--- config.mk ---
export PLATFORM = sky130hd
export DESIGN_NAME = dca_ctl_end_flat
export DESIGN_NICKNAME = d
export VERILOG_FILES = /design/src/dca_pkg.sv /design/src/dca_link_if.sv /design/src/dca_ctl_end.sv /design/src/flat_wrapper.sv
export SDC_FILE = /design/constraint.sdc
export NUM_CORES = 1
export LEC_CHECK = 0
export BUFFER_PORTS_ARGS = -buffer_cell sky130_fd_sc_hd__clkbuf_2
export CAP_MARGIN = 20
export CORE_MARGIN = 2
export CORE_UTILIZATION = 50
export CTS_CLUSTER_SIZE = 8
export DETAILED_ROUTE_END_ITERATION = 10
export GPL_TIMING_DRIVEN = 0
export PLACE_DENSITY_LB_ADDON = 0.1
export SLEW_MARGIN = 20
export SYNTH_ARGS = -nofsm -noshare
export SYNTH_HDL_FRONTEND = slang
export SYNTH_SLANG_ARGS = --single-unit
--- constraint.sdc ---
create_clock -name clock -period 3.1 [get_ports clock]
set_clock_uncertainty 0.05 [all_clocks]
set_input_delay 0.465 -clock clock [delete_from_list [all_inputs] [get_ports clock]]
set_output_delay 0.465 -clock clock [all_outputs]
set_load 0.1 [all_outputs]
--- src/dca_pkg.sv ---
// Shared constants and types of the D-channel control master and transmit selector.
// Assumes one 125 MHz clock and a synchronous active-high reset in both ends.
package dca_pkg;

  // ************************************************************
  // Widths
  // ************************************************************
  localparam int NCH       = 32;
  localparam int CHW       = 5;
  localparam int CIW       = 4;
  localparam int DW        = 32;
  localparam int AW        = 8;
  localparam int CI_AVBIT  = 2;       // Position of the 0/1 in x0xx / x1xx
  localparam int DST_BCAST = 5;       // Destination field: broadcast flag

  // ************************************************************
  // Control register offsets (byte addresses)
  // ************************************************************
  localparam logic [AW-1:0] OFS_CTRL   = 8'h00;
  localparam logic [AW-1:0] OFS_ENABLE = 8'h04;
  localparam logic [AW-1:0] OFS_SHADOW = 8'h08;
  localparam logic [AW-1:0] OFS_STATE  = 8'h0C;
  localparam logic [AW-1:0] OFS_DEST   = 8'h10;
  localparam logic [AW-1:0] OFS_BCAST  = 8'h14;
  localparam logic [AW-1:0] OFS_CMD    = 8'h18;
  localparam logic [AW-1:0] OFS_STATUS = 8'h1C;
  localparam logic [AW-1:0] OFS_CMEM   = 8'h80;  // 32 words, one per channel

  // Field positions
  localparam int CTRL_MEN  = 0;       // master_enable_bit
  localparam int CTRL_SEL  = 1;       // control_channel_select, 1 = MR
  localparam int ST_CHAN   = 0;       // arbiter_state_reg channel, 5 bits
  localparam int ST_CODE   = 5;       // arbiter_state_reg state, 3 bits
  localparam int CM_MR     = 4;       // Control memory word: MR in bit 4, C/I in 3:0

  // Reset values
  localparam logic [1:0]     RST_CTRL  = 2'h0;
  localparam logic [NCH-1:0] RST_EN    = 32'h0000_0000;
  localparam logic [2:0]     RST_STATE = 3'h0;
  localparam logic [CIW:0]   RST_CMEM  = 5'h04;  // Blocked C/I, MR 0

  // ************************************************************
  // Types
  // ************************************************************
  typedef enum logic [4:0] {
    DCA_SUSP   = 5'h01,
    DCA_FULL   = 5'h02,
    DCA_EXPECT = 5'h04,
    DCA_RECV   = 5'h08,
    DCA_LIMIT  = 5'h10
  } dca_asm_t;

  typedef enum logic [1:0] {
    DCA_TX_IDLE = 2'h1,
    DCA_TX_SEND = 2'h2
  } dca_tx_t;

  // State code 0..4 as in arbiter_state_reg bits 7:5
  function automatic dca_asm_t dca_state_decode(input logic [2:0] code);
    case (code)
      3'h1:    return DCA_FULL;
      3'h2:    return DCA_EXPECT;
      3'h3:    return DCA_RECV;
      3'h4:    return DCA_LIMIT;
      default: return DCA_SUSP;
    endcase
  endfunction

  function automatic logic dca_chan_hit(input logic [NCH-1:0] v, input logic [CHW-1:0] i);
    return v[i];
  endfunction

endpackage

--- src/dca_link_if.sv ---
// Link between the arbiter controller end and the control master / selector end.
// Assumes both ends share the clock that drives the controller end registers.
`timescale 1ns/1ns
`default_nettype none
interface dca_link_if;
  import dca_pkg::*;

  logic                   master_en;    // master_enable_bit
  logic                   cc_sel;       // control_channel_select
  logic [NCH-1:0]         chan_en;      // channel_enable_regs
  logic [NCH-1:0]         chan_sh;      // channel_enable_shadow
  dca_asm_t               asm_state;    // arbitration_state_machine state
  logic [CHW-1:0]         asm_chan;     // arbiter_state_reg channel field
  logic                   slot_valid;   // Control memory slot strobe
  logic [CHW-1:0]         slot_idx;     // Channel of this slot
  logic [CIW-1:0]         slot_ci;      // Control memory C/I
  logic                   slot_mr;      // Control memory MR
  logic                   tx_valid;     // HDLC bit valid
  logic                   tx_sof;       // First bit of a frame
  logic                   tx_bit;       // HDLC bit
  logic [DST_BCAST:0]     tx_dest;      // transmit_dest_address of the frame
  logic [NCH-1:0]         bcast_grp;    // broadcast_group_regs

  modport dev (
    input master_en, cc_sel, chan_en, chan_sh, asm_state, asm_chan,
    input slot_valid, slot_idx, slot_ci, slot_mr,
    input tx_valid, tx_sof, tx_bit, tx_dest, bcast_grp
  );
  modport ctl (
    output master_en, cc_sel, chan_en, chan_sh, asm_state, asm_chan,
    output slot_valid, slot_idx, slot_ci, slot_mr,
    output tx_valid, tx_sof, tx_bit, tx_dest, bcast_grp
  );
endinterface
`default_nettype wire

--- src/dca_ctl_end.sv ---
// Controller end: software registers, control memory scan and frame feed.
// Assumes the HDLC source gives one bit per cycle with a start-of-frame mark.
`timescale 1ns/1ns
`default_nettype none
module dca_ctl_end
  import dca_pkg::*;
(
  input  wire logic                 clock,      // 125 MHz clock
  input  wire logic                 rst,        // Synchronous reset
  input  wire logic [dca_pkg::AW-1:0] addr,     // Register address
  input  wire logic [dca_pkg::DW-1:0] wdata,    // Write data
  input  wire logic                 wr,         // Write strobe
  input  wire logic                 rd,         // Read strobe
  output logic      [dca_pkg::DW-1:0] rdata,    // Read data, cycle after rd
  input  wire logic                 hdlc_valid, // HDLC bit valid
  input  wire logic                 hdlc_sof,   // First bit of a frame
  input  wire logic                 hdlc_bit,   // HDLC bit
  input  wire logic                 hdlc_busy,  // Frame in transmission
  dca_link_if.ctl                   lnk         // Link to control master
);
  import dca_pkg::*;

  // ************************************************************
  // Registers
  // ************************************************************
  logic [1:0]       ctrl_r,  ctrl_nxt;
  logic [NCH-1:0]   en_r,    en_nxt;
  logic [NCH-1:0]   sh_r,    sh_nxt;
  logic [7:0]       st_r,    st_nxt;
  logic [5:0]       dest_r,  dest_nxt;
  logic [5:0]       cdest_r, cdest_nxt;
  logic [NCH-1:0]   bcg_r,   bcg_nxt;
  logic [CIW:0]     cm_r [NCH];
  logic [CIW:0]     cm_nxt [NCH];
  logic [CHW-1:0]   slot_r,  slot_nxt;
  logic [DW-1:0]    rdata_r, rdata_nxt;
  logic             txv_r, txs_r, txb_r;
  logic             sv_r;
  logic [CIW:0]     sw_r;
  logic [CHW-1:0]   si_r;
  logic [CHW-1:0]   cidx;

  always_comb
  begin
    ctrl_nxt  = ctrl_r;
    en_nxt    = en_r;
    sh_nxt    = sh_r;
    st_nxt    = st_r;
    dest_nxt  = dest_r;
    cdest_nxt = cdest_r;
    bcg_nxt   = bcg_r;
    cm_nxt    = cm_r;
    cidx      = addr[CHW+1:2];
    slot_nxt  = slot_r + 5'h01;
    rdata_nxt = 32'h0000_0000;
    if (wr)
    begin
      case (addr)
        OFS_CTRL:   ctrl_nxt = wdata[1:0];
        OFS_ENABLE: en_nxt   = wdata;
        OFS_SHADOW: sh_nxt   = wdata;
        OFS_STATE:  st_nxt   = wdata[7:0];
        OFS_DEST:   dest_nxt = wdata[5:0];
        OFS_BCAST:  if (!hdlc_busy) bcg_nxt = wdata;
        OFS_CMD:    cdest_nxt = dest_r;
        default:    if (addr >= OFS_CMEM) cm_nxt[cidx] = wdata[CIW:0];
      endcase
    end
    if (rd)
    begin
      case (addr)
        OFS_CTRL:   rdata_nxt = {30'h0, ctrl_r};
        OFS_ENABLE: rdata_nxt = en_r;
        OFS_SHADOW: rdata_nxt = sh_r;
        OFS_STATE:  rdata_nxt = {24'h0, st_r};
        OFS_DEST:   rdata_nxt = {26'h0, dest_r};
        OFS_BCAST:  rdata_nxt = bcg_r;
        OFS_STATUS: rdata_nxt = {31'h0, hdlc_busy};
        default:    if (addr >= OFS_CMEM) rdata_nxt = {27'h0, cm_r[cidx]};
      endcase
    end
  end

  always_ff @(posedge clock)
  begin
    if (rst)
    begin
      ctrl_r  <= RST_CTRL;
      en_r    <= RST_EN;
      sh_r    <= RST_EN;
      st_r    <= {RST_STATE, 5'h00};
      dest_r  <= 6'h00;
      cdest_r <= 6'h00;
      bcg_r   <= RST_EN;
      for (int i = 0; i < NCH; i++) cm_r[i] <= RST_CMEM;
      slot_r  <= 5'h00;
      rdata_r <= 32'h0000_0000;
      txv_r   <= 1'b0;
      txs_r   <= 1'b0;
      txb_r   <= 1'b0;
      sv_r    <= 1'b0;
      sw_r    <= RST_CMEM;
      si_r    <= 5'h00;
    end
    else
    begin
      ctrl_r  <= ctrl_nxt;
      en_r    <= en_nxt;
      sh_r    <= sh_nxt;
      st_r    <= st_nxt;
      dest_r  <= dest_nxt;
      cdest_r <= cdest_nxt;
      bcg_r   <= bcg_nxt;
      cm_r    <= cm_nxt;
      slot_r  <= slot_nxt;
      rdata_r <= rdata_nxt;
      txv_r   <= hdlc_valid;
      txs_r   <= hdlc_valid & hdlc_sof;
      txb_r   <= hdlc_bit;
      sv_r    <= 1'b1;
      sw_r    <= cm_r[slot_r];
      si_r    <= slot_r;
    end
  end

  // ************************************************************
  // Link drive
  // ************************************************************
  assign rdata          = rdata_r;
  assign lnk.master_en  = ctrl_r[CTRL_MEN];
  assign lnk.cc_sel     = ctrl_r[CTRL_SEL];
  assign lnk.chan_en    = en_r;
  assign lnk.chan_sh    = sh_r;
  assign lnk.asm_state  = dca_state_decode(st_r[ST_CODE+:3]);
  assign lnk.asm_chan   = st_r[ST_CHAN+:CHW];
  assign lnk.slot_valid = sv_r;
  assign lnk.slot_idx   = si_r;
  assign lnk.slot_ci    = sw_r[CIW-1:0];
  assign lnk.slot_mr    = sw_r[CM_MR];
  assign lnk.tx_valid   = txv_r;
  assign lnk.tx_sof     = txs_r;
  assign lnk.tx_bit     = txb_r;
  assign lnk.tx_dest    = cdest_r;
  assign lnk.bcast_grp  = bcg_r;

endmodule // dca_ctl_end
`default_nettype wire

--- src/flat_wrapper.sv ---
// flat-port wrapper written by rule: the top's interface ports become plain ports
module dca_ctl_end_flat import dca_pkg::*;
  (clock, rst, addr, wdata, wr, rd, rdata, hdlc_valid, hdlc_sof, hdlc_bit, hdlc_busy, lnk_master_en, lnk_cc_sel, lnk_chan_en, lnk_chan_sh, lnk_asm_state, lnk_asm_chan, lnk_slot_valid, lnk_slot_idx, lnk_slot_ci, lnk_slot_mr, lnk_tx_valid, lnk_tx_sof, lnk_tx_bit, lnk_tx_dest, lnk_bcast_grp);
  dca_link_if lnk_i ();
  input  wire logic clock;
  input  wire logic rst;
  input  wire logic [dca_pkg::AW-1:0] addr;
  input  wire logic [dca_pkg::DW-1:0] wdata;
  input  wire logic wr;
  input  wire logic rd;
  output logic      [dca_pkg::DW-1:0] rdata;
  input  wire logic hdlc_valid;
  input  wire logic hdlc_sof;
  input  wire logic hdlc_bit;
  input  wire logic hdlc_busy;
  output wire logic [$bits(lnk_i.master_en)-1:0] lnk_master_en;
  output wire logic [$bits(lnk_i.cc_sel)-1:0] lnk_cc_sel;
  output wire logic [$bits(lnk_i.chan_en)-1:0] lnk_chan_en;
  output wire logic [$bits(lnk_i.chan_sh)-1:0] lnk_chan_sh;
  output wire logic [$bits(lnk_i.asm_state)-1:0] lnk_asm_state;
  output wire logic [$bits(lnk_i.asm_chan)-1:0] lnk_asm_chan;
  output wire logic [$bits(lnk_i.slot_valid)-1:0] lnk_slot_valid;
  output wire logic [$bits(lnk_i.slot_idx)-1:0] lnk_slot_idx;
  output wire logic [$bits(lnk_i.slot_ci)-1:0] lnk_slot_ci;
  output wire logic [$bits(lnk_i.slot_mr)-1:0] lnk_slot_mr;
  output wire logic [$bits(lnk_i.tx_valid)-1:0] lnk_tx_valid;
  output wire logic [$bits(lnk_i.tx_sof)-1:0] lnk_tx_sof;
  output wire logic [$bits(lnk_i.tx_bit)-1:0] lnk_tx_bit;
  output wire logic [$bits(lnk_i.tx_dest)-1:0] lnk_tx_dest;
  output wire logic [$bits(lnk_i.bcast_grp)-1:0] lnk_bcast_grp;
  assign lnk_master_en = lnk_i.master_en;
  assign lnk_cc_sel = lnk_i.cc_sel;
  assign lnk_chan_en = lnk_i.chan_en;
  assign lnk_chan_sh = lnk_i.chan_sh;
  assign lnk_asm_state = lnk_i.asm_state;
  assign lnk_asm_chan = lnk_i.asm_chan;
  assign lnk_slot_valid = lnk_i.slot_valid;
  assign lnk_slot_idx = lnk_i.slot_idx;
  assign lnk_slot_ci = lnk_i.slot_ci;
  assign lnk_slot_mr = lnk_i.slot_mr;
  assign lnk_tx_valid = lnk_i.tx_valid;
  assign lnk_tx_sof = lnk_i.tx_sof;
  assign lnk_tx_bit = lnk_i.tx_bit;
  assign lnk_tx_dest = lnk_i.tx_dest;
  assign lnk_bcast_grp = lnk_i.bcast_grp;
  dca_ctl_end u_core (.clock(clock), .rst(rst), .addr(addr), .wdata(wdata), .wr(wr), .rd(rd), .rdata(rdata), .hdlc_valid(hdlc_valid), .hdlc_sof(hdlc_sof), .hdlc_bit(hdlc_bit), .hdlc_busy(hdlc_busy), .lnk(lnk_i));
endmodule
# Word-level counts from Yosys, hierarchy flattened
# Index checks and enable logic that the tools add are counted.
# word_totals
out_inout_bits	160
regBits	329
in_bits	48
word_cells	94
# classes
eq_ne	11
n_lt_le_gt_ge	4
mux	13
n_addsub	1
reduce_logical	12
bitwise	6
# ops
cell	count
$pmux W32 S7	1
$bwmux W160	1
$bmux W5 S5	2
$eq A8 B5 Y1 const B	4
$mux W5	6
$demux W5 S5	1
$pmux W5 S4	1
$eq A8 B4 Y1 const B	2
$ge A6 B6 Y1 const B	2
$not A5 Y6	2
$reduce_and A2 Y1	6
$eq A8 B3 Y1 const B	1
$ge A8 B8 Y1 const B	1
$logic_not A8 Y1	1
$reduce_or A7 Y1	1
$eq A3 B2 Y1 const B	2
$lt A6 B1 Y1 const B	1
$reduce_and A3 Y1	2
$add A5 B1 Y5 const B	1
$eq A3 B1 Y1 const B	1
$eq A3 B3 Y1 const B	1
$not A1 Y1	3
$reduce_or A2 Y1	1
$and A1 B1 Y1	1
other kinds (2)	2

# Longest topological paths before layout
# Gate-level depths: netlist (run 1).
# depth
ltp_word	6
mapped_depth	9
ltp_nobuf	5

# Worst setup path after synthesis (run 1)
# Ideal clock, no wire load.
# synth_timing
kind	flip-flop to output port
start	register u_core.st_r[5]
end	output port lnk_asm_state[1]
stages_incl_launch_ff	2
required_time_ps	2585
t_arrival_ps	2598
path_buffers	0
path_slack_ps	-13
cell_sequence	dfxtp_1 nor3b_1
# synth_via
elab_chain_cells	2
elab_cells_between_ends	5
cone_classes	eq/ne: 4; mux: 1
# synth_rtl
item	line_no	rtl
start: declaration	dca_ctl_end.sv:29	logic [7:0] st_r, st_nxt;
start signal: assignment	dca_ctl_end.sv:91	st_r <= {RST_STATE, 5'h00};
start signal: assignment	dca_ctl_end.sv:110	st_r <= st_nxt;
$eq A3 B3 Y1, or another cell as far along	dca_pkg.sv:60	case (code)
$pmux W5 S4 *	dca_pkg.sv:60	
end: declaration	flat_wrapper.sv:20	output wire logic [$bits(lnk_i.asm_state)-1:0] lnk_asm_state;
# Every way passes the cells marked *; elsewhere a longest branch is shown, timed or not.

# Worst setup path after layout (run 1)
# layout_timing
start	register u_core.slot_r[1]
end	register u_core.sw_r[2]
# layout_via
elab_chain_cells	4
# layout_rtl
item	line_no	rtl
start: declaration	dca_ctl_end.sv:35	logic [CHW-1:0] slot_r, slot_nxt;
start signal: assignment	dca_ctl_end.sv:115	slot_r <= slot_nxt;
$not A5 Y6 (implied by the code)	dca_ctl_end.sv:121	sw_r <= cm_r[slot_r];
$bmux W5 S5	dca_ctl_end.sv:121	
$mux W5 (implied by the code) (2 in a row)	dca_ctl_end.sv:121	
end signal: assignment	dca_ctl_end.sv:121	
end: declaration	dca_ctl_end.sv:39	logic [CIW:0] sw_r;
# No other way between the ends. The select of a mux whose other input is x is not followed.
# A chain may end at the register's enable or synchronous reset.

==> results of run 1 <==
[synth_stat cells, types with 5 or more instances]
| cell type | instances |
|---|---|
| and2_1 | 5 |
| mux2i_1 | 195 |
| buf_1 | 20 |
| or4bb_1 | 5 |
| mux2_2 | 6 |
| nand2_1 | 294 |
| mux4_2 | 46 |
| o22ai_1 | 38 |
| a22oi_1 | 31 |
| nor2_1 | 138 |
| nor2b_1 | 13 |
| nand2b_1 | 7 |
| dfxtp_1 | 329 |
| buf_4 | 8 |
| nand3_1 | 87 |
| o21ai_0 | 35 |
| a21oi_1 | 170 |
| buf_2 | 33 |
| nor4_1 | 9 |
| clkbuf_1 | 85 |
| nor3_1 | 6 |
[report_power, final]
| part | leakage (nW) | switching (W) | internal [W] |
|---|---|---|---|
| clock network | 0.605 | 0.00183 | 0.00271 |
| registers | 2.65 | 0.0000152 | 0.00426 |
| logic | 3.45 | 0.000521 | 0.000165 |
| total | 6.71 | 0.00236 | 0.00714 |
[kinds of logic (layout without fill, tap and decap cells)]
logic type,after synthesis,count (layout),share of synthesized area [%]
AO/OA/AOI/OAI,306,306,11.9
buffers and inverters,147,400,4.23
adder cells (fa/ha/maj),1,1,0.0848
other,0,1,0
flip-flops,329,329,44.7
multiplexers,247,247,20.7
XOR/XNOR,4,4,0.238
AND/OR/NAND/NOR,602,602,18.2
[sequential cells by signal, summed over array words and instances, names as in the netlist]
signal                 flops
u_core.cm_r              160
u_core.lnk.bcast_grp      32
u_core.lnk.chan_en        32
u_core.lnk.chan_sh        32
u_core.rdata              32
u_core.st_r                8
u_core.dest_r              6
u_core.lnk.tx_dest         6
u_core.lnk.slot_idx        5
u_core.slot_r              5
u_core.sw_r                5
u_core.ctrl_r              2
u_core.lnk.slot_valid      1
u_core.lnk.tx_bit          1
u_core.lnk.tx_sof          1
u_core.lnk.tx_valid        1
[layer usage]
layer	vias to the layer above	track usage [%]	part of all wire, %
met5	-	0	0.022
met4	2	14.7	4.3
met3	159	7.47	11
met2	848	56.0	44
met1	6913	51.4	42
li1	6274	-	-
[how the worst max path moves through the flow]
stage / start / to / cells past startpoint
global route: u_core.slot_r[1]$_SDFF_PP0_ / u_core.sw_r[2]$_SDFF_PP1_ / 6
detailed placement: addr[3] / u_core.rdata[0]$_SDFF_PP0_ / 9
finish: u_core.slot_r[1]$_SDFF_PP0_ / u_core.sw_r[2]$_SDFF_PP1_ / 6
CTS: u_core.slot_r[1]$_SDFF_PP0_ / u_core.sw_r[2]$_SDFF_PP1_ / 8
floorplan: u_core.st_r[5]$_SDFFE_PP0P_ / lnk_asm_state[1] / 1
global placement: addr[3] / u_core.rdata[1]$_SDFF_PP0_ / 9
[metrics by stage]
step                      area (um2)  utilization (%)  setup TNS, ps  instances
final                          17500             60.6              0       2274
after detailed placement       16200             56.3          -3750       2220
after global placement         16200             56.2          -3500       2219
after CTS                      17500             60.6              0       2273
after global routing           17500             60.6              0       2273
after floorplan                14700                -          -22.5       1636
[layout by cell type, fill, tap and decap left out, types with 4 or more instances in the layout]
cell,n
nand4b_1,4
buf_4,9
or4b_2,4
o21ai_0,35
a211oi_1,4
nor3_1,5
a22o_1,4
mux2i_1,195
o22ai_1,38
o2bb2ai_1,4
nor2b_1,13
nand3_1,87
or4bb_1,5
buf_2,33
clkbuf_16,48
or3_1,4
nand3b_1,4
mux4_2,46
nand2_1,294
dfxtp_1,329
nand4_1,4
clkbuf_1,87
buf_1,19
a221oi_1,4
and2_1,5
nand2b_1,7
nor4_1,9
clkbuf_2,200
mux2_2,6
a21oi_1,170
a22oi_1,31
nor2_1,138
o221ai_1,4
[final cells by class]
| type | count | area, um2 |
|---|---|---|
| antenna | 1 | 2.50 |
| buffer | 146 | 621 |
| clock buffer | 50 | 1210 |
| clock inverter | 3 | 32.5 |
| fill | 2660 | 11400 |
| inverter | 1 | 3.75 |
| multi-input combinational | 1160 | 7550 |
| sequential | 329 | 6590 |
| tap | 384 | 480 |
| timing repair buffer | 200 | 1000 |
==> results by group, run 1 <==
Timing
  • Final Critical Period: 2990 ps
  • Max Fclk: 335 MHz
  • Worst-Margin Slew: roughly 1200 ps
  • Final Hold Fails: 0
  • Max transition margin: 22.4%
  • Hold slack: between 70 and 80 ps
  • Pins Over Slew Limit: 0
  • RSZ-0062 raised after global routing: false
  • PnR worst setup slack: 112 ps
  • Final period util: 96.4%
  • Count of final setup violators: 0

Routing
  • Final WL: around 58 mm
  • Avg WL per Cell: 25.6 um
  • Post-DR vias/cell: ~6.2
  • Via count: 14196
  • DRC Markers: 0
  • Pre-Repair DR Iteration Count: 6
  • Routed Antenna Nets: 0
  • DRT iter0 DRCs: 1516

Die
  • I/O pin cnt: 208
  • Initial core utilization: around 50%
  • Row Count: just over 60
  • Core outline area: 0.0289 mm2
  • Die width: 176 um
  • Die area: 0.0309 mm2
  • Die height: 176 um

Global route
  • Total gr overflow: 0
  • Via count of the first global-routing pass: 13091
  • Initial antenna violation count: 2
  • First-pass GRT wire length: approximately 85 mm
  • Largest net degree at the start of global routing: 13
  • Gr usage total: 36.8%

Yosys
  • Top cell type's share of synthesized area: 44.7%
  • Register area share after synthesis: 44.7%
  • Leading area contributor after synthesis: dfxtp_1
  • Synth Net Count: around 1700
  • Mean post-synth cell area: 9.01 um2
  • Synth top area cells: dfxtp_1 45%, mux2i_1 13%, nand2_1 7.5%, mux4_2 7.0%, a21oi_1 5.8%
  • Top_reg_cell synth: dfxtp_1
  • Post-synthesis cell count: 1636
  • Async set or reset register ratio after synthesis: 0%
  • Yosys warning total: 0
  • Post-synth EDFFs: 0
  • Post-synth cell types: 53
  • Synthesized area: 0.0147 mm2
  • #FFs+latches synth: 329

Hold path
  • Hold path cells: 2
  • Worst Hold Class: primary input to flip-flop
  • Min-Delay Endpoint: u_core.lnk.tx_sof$_SDFF_PP0_
  • HP Start: hdlc_sof

Clocking
  • Post_cts resized: 0
  • Hold_buf cts: 0
  • Setup Buffers After CTS: 0
  • Clock transition at path regs: 50 ps
  • Root buffer cell: clkbuf_16
  • H-tree levels: 2
  • CTS tree: yes
  • CTS Sinks: 329
  • Max Buffers Root-to-Sink: 3
  • CTS Buf Count: 47
  • Clock Latency Late Sink: 560 ps

Pwr
  • Leakage Power: 6.71 nW
  • Power Total: 0.00950 W
  • VDD IR-drop max: 0.384 mV
  • Power per cell area: between 500 and 600 mW/mm2

Placement
  • Pre-CTS WS: -204 ps
  • GPL Wtd Cong: 1.01
  • Detailed Place HPWL: 43.2 mm
  • Port Buffers: 199

Status
  • Status: finished clean

Worst setup path
  • R2R cell count: 6
  • Crit path largest cell delay: 720 ps
  • CP cell instances: buf_2 > buf_1 > clkbuf_1 > mux4_2 > a22oi_1 > a31oi_1
  • Buf/Inv on CP: 3
  • Slowest CP cell: clkbuf_1
  • Critical path required time: roughly 3500 ps
  • Worst Setup Start Kind: flip-flop
  • R2r endpoint: u_core.sw_r[2]$_SDFF_PP1_
  • Crit Path Category: flip-flop to flip-flop
  • Flop-to-flop setup slack: ~110 ps
  • CP Max Fanout: 10
  • Setup crit end kind: flip-flop
  • Worst r2r src: u_core.slot_r[1]$_SDFF_PP0_
  • Worst EP arrival: 3360 ps
  • Top Family by Delay on Critical Path: buffers and inverters

Final layout
  • P&R area growth vs syn: 18.6%
  • Layout cell share with drive strength beyond 1: 18.9%
  • Layout net count: 1934

Run
  • Max cap viols: 0
Note: power is estimated with default switching activity, not from simulation.
==> inputs of run 2 (changes only) <==
--- a/config.mk
+++ b/config.mk
@@ -13,6 +13,7 @@
 export DETAILED_ROUTE_END_ITERATION = 10
 export GPL_TIMING_DRIVEN = 0
 export PLACE_DENSITY_LB_ADDON = 0.1
+export RECOVER_POWER = 100
 export SLEW_MARGIN = 20
 export SYNTH_ARGS = -nofsm -noshare
 export SYNTH_HDL_FRONTEND = slang
==> results by group, run 2 (same netlist as run 1, synthesis figures left out) <==
Status
  • Status: complete, but fails checks
  • Failing checks: max-capacitance violations, max-slew violations

Final layout
  • Most frequent cells in the layout: 329 x dfxtp_1, 294 x nand2_1, 261 x clkbuf_1, 195 x mux2i_1, 170 x a21oi_1
  • P&R area growth vs syn: 17.0%
  • Largest register FFs: 160 (unchanged)
  • Biggest register: u_core.cm_r
  • Layout net count: 1934 (unchanged)
  • Most common cell after layout, fill and taps aside: dfxtp_1
  • Fin util: 59.8% (-0.79 points)
  • Layout cell share with drive strength beyond 1: 9.79% (-9.1 points)

Worst setup path
  • Worst Setup Start Kind: flip-flop
  • CP Max Fanout: 10 (unchanged)
  • R2R cell count: 6 (unchanged)
  • Crit Path Category: flip-flop to flip-flop
  • Flop-to-flop setup slack: 90 ps (-20 ps)
  • Setup crit end kind: flip-flop
  • Critical path required time: 3470 ps (about the same)
  • R2r endpoint: u_core.sw_r[2]$_SDFF_PP1_
  • Worst r2r src: u_core.slot_r[1]$_SDFF_PP0_
  • Worst EP arrival: 3380 ps (+20 ps)

Clocking
  • H-tree levels: 2 (unchanged)
  • CTS Buf Count: 47 (unchanged)
  • Hold_buf cts: 0 (unchanged)
  • CTS Sinks: 329 (unchanged)
  • Root buffer cell: clkbuf_16
  • Clock transition at path regs: 50 ps (about the same)
  • Max Buffers Root-to-Sink: 3 (unchanged)
  • CTS tree: yes
  • Clock Latency Late Sink: 560 ps (about the same)
  • Setup Buffers After CTS: 0 (unchanged)

Global route
  • First-pass GRT wire length: 84.8 mm (unchanged)
  • Largest net degree at the start of global routing: 13 (unchanged)
  • Gr usage total: 36.8% (unchanged)
  • Grt met2 use: 56.0% (unchanged)
  • Most crowded layer after global routing: met2
  • Total gr overflow: 0 (unchanged)
  • Initial antenna violation count: 2 (unchanged)
  • GR met3 Demand/Resource: 7.47% (unchanged)
  • GR Util met1: 51.4% (unchanged)
  • Via count of the first global-routing pass: 13091 (unchanged)

Die
  • Row Count: 62 (unchanged)
  • Core outline area: 0.0289 mm2 (unchanged)
  • Initial core utilization: 51.1% (unchanged)
  • I/O pin cnt: 208 (unchanged)
  • Die height: 176 um (unchanged)
  • Die width: 176 um (unchanged)
  • Die area: 0.0309 mm2 (unchanged)

Placement
  • Port Buffers: 199 (unchanged)
  • Detailed Place HPWL: 43.2 mm (unchanged)
  • Pre-CTS WS: -204 ps (unchanged)
  • GPL Wtd Cong: 1.01 (unchanged)

Timing
  • Pins Over Slew Limit: 11 (+11)
  • PnR worst setup slack: 91.2 ps (-21.2 ps)
  • RSZ-0062 raised after global routing: false
  • Final Hold Fails: 0 (unchanged)
  • Hold slack: 71.1 ps (-5.91 ps)
  • Final period util: 97.1% (+0.68 points)
  • Max transition margin: -0.882% (-23 points)
  • Max Fclk: 332 MHz (-0.70%)
  • Final Critical Period: 3010 ps (+21.2 ps)
  • Worst-Margin Slew: 1510 ps (+345 ps)
  • Count of final setup violators: 0 (unchanged)

Hold path
  • Worst Hold Class: primary input to flip-flop
  • Min-Delay Endpoint: u_core.lnk.tx_sof$_SDFF_PP0_
  • Hold path cells: 2 (unchanged)
  • HP Start: hdlc_sof

Routing
  • DRC Markers: 0 (unchanged)
  • Final WL: 58.4 mm (+0.21%)
  • Routed Antenna Nets: 0 (unchanged)
  • Via count: 14090 (-0.75%)
  • Avg WL per Cell: 25.7 um (+0.21%)
  • DRT iter0 DRCs: 1573 (+3.8%)
  • Pre-Repair DR Iteration Count: 6 (unchanged)
  • Post-DR vias/cell: 6.20 (-0.75%)

Run
  • Max cap viols: 1 (+1)

Pwr
  • VDD IR-drop max: 0.383 mV (-0.41%)
  • Leakage Power: 6.13 nW (-8.6%)
  • Power per cell area: 550 mW/mm2 (+1.2%)
[run 2: cell types whose count changed in the layout (fill, tap and decap cells not counted), sizes merged]
cell / previous run / this run
buf: 61 / 45
clkbuf: 335 / 351
[run 2: worst max-delay path, stage by stage, from the launching register on]
cell	delay [ps]
dfxtp_1	330
buf_2	230
clkbuf_1	670
clkbuf_1	740
mux4_2	480
a22oi_1	260
a31oi_1	110
[run 2: final cells by class]
type                            count  area [um2]
Multi-Input combinational cell   1160        7530
Inverter                            1        3.75
Clock inverter                      3        32.5
Antenna cell                        1        2.50
Timing Repair Buffer              200         800
Tap cell                          384         480
Fill cell                        2757       11600
Buffer                            146         613
Clock buffer                       50        1210
Sequential cell                   329        6590
[run 2: how the worst max path moves through the flow]
stage / endpoint / slack [ps] / startpoint
after floorplan: lnk_asm_state[1] / -10 / u_core.st_r[5]$_SDFFE_PP0P_
after detailed placement: u_core.rdata[0]$_SDFF_PP0_ / -200 / addr[3]
final: u_core.sw_r[2]$_SDFF_PP1_ / 90 / u_core.slot_r[1]$_SDFF_PP0_
after global placement: u_core.rdata[1]$_SDFF_PP0_ / -260 / addr[3]
after global routing: u_core.rdata[0]$_SDFF_PP0_ / 70 / addr[3]
after CTS: u_core.sw_r[2]$_SDFF_PP1_ / 100 / u_core.slot_r[1]$_SDFF_PP0_
[run 2: report_power, final]
group	internal, W	leakage [nW]	switching, W
sequential	0.00426	2.65	0.0000151
combinational	0.000161	2.87	0.000519
clock	0.00271	0.605	0.00182
total	0.00713	6.13	0.00235
[run 2: metrics by stage]
stage,instance area (um2),total power (W),instances,setup TNS [ps]
floorplan,14700,0.00475,1636,-22.5
global route,17300,0.00971,2273,0
CTS,17500,0.00950,2273,0
detailed placement,16200,0.00502,2220,-3750
global placement,16200,0.00501,2219,-3500
finish,17300,0.00949,2274,0
[run 2: per-layer routing]
metal / wire length [um] / share of wire [%]
met5: 13 / 0.022
met3: 5990 / 10
met2: 25300 / 43
met4: 2700 / 4.6
met1: 24400 / 42
[run 2: repair_timing]
action / 4_1_cts / 5_1_grt
hold endpoints to repair: 0 / 0
resized for setup: 0 / 1
endpoints found under the setup margin: 0 / 1
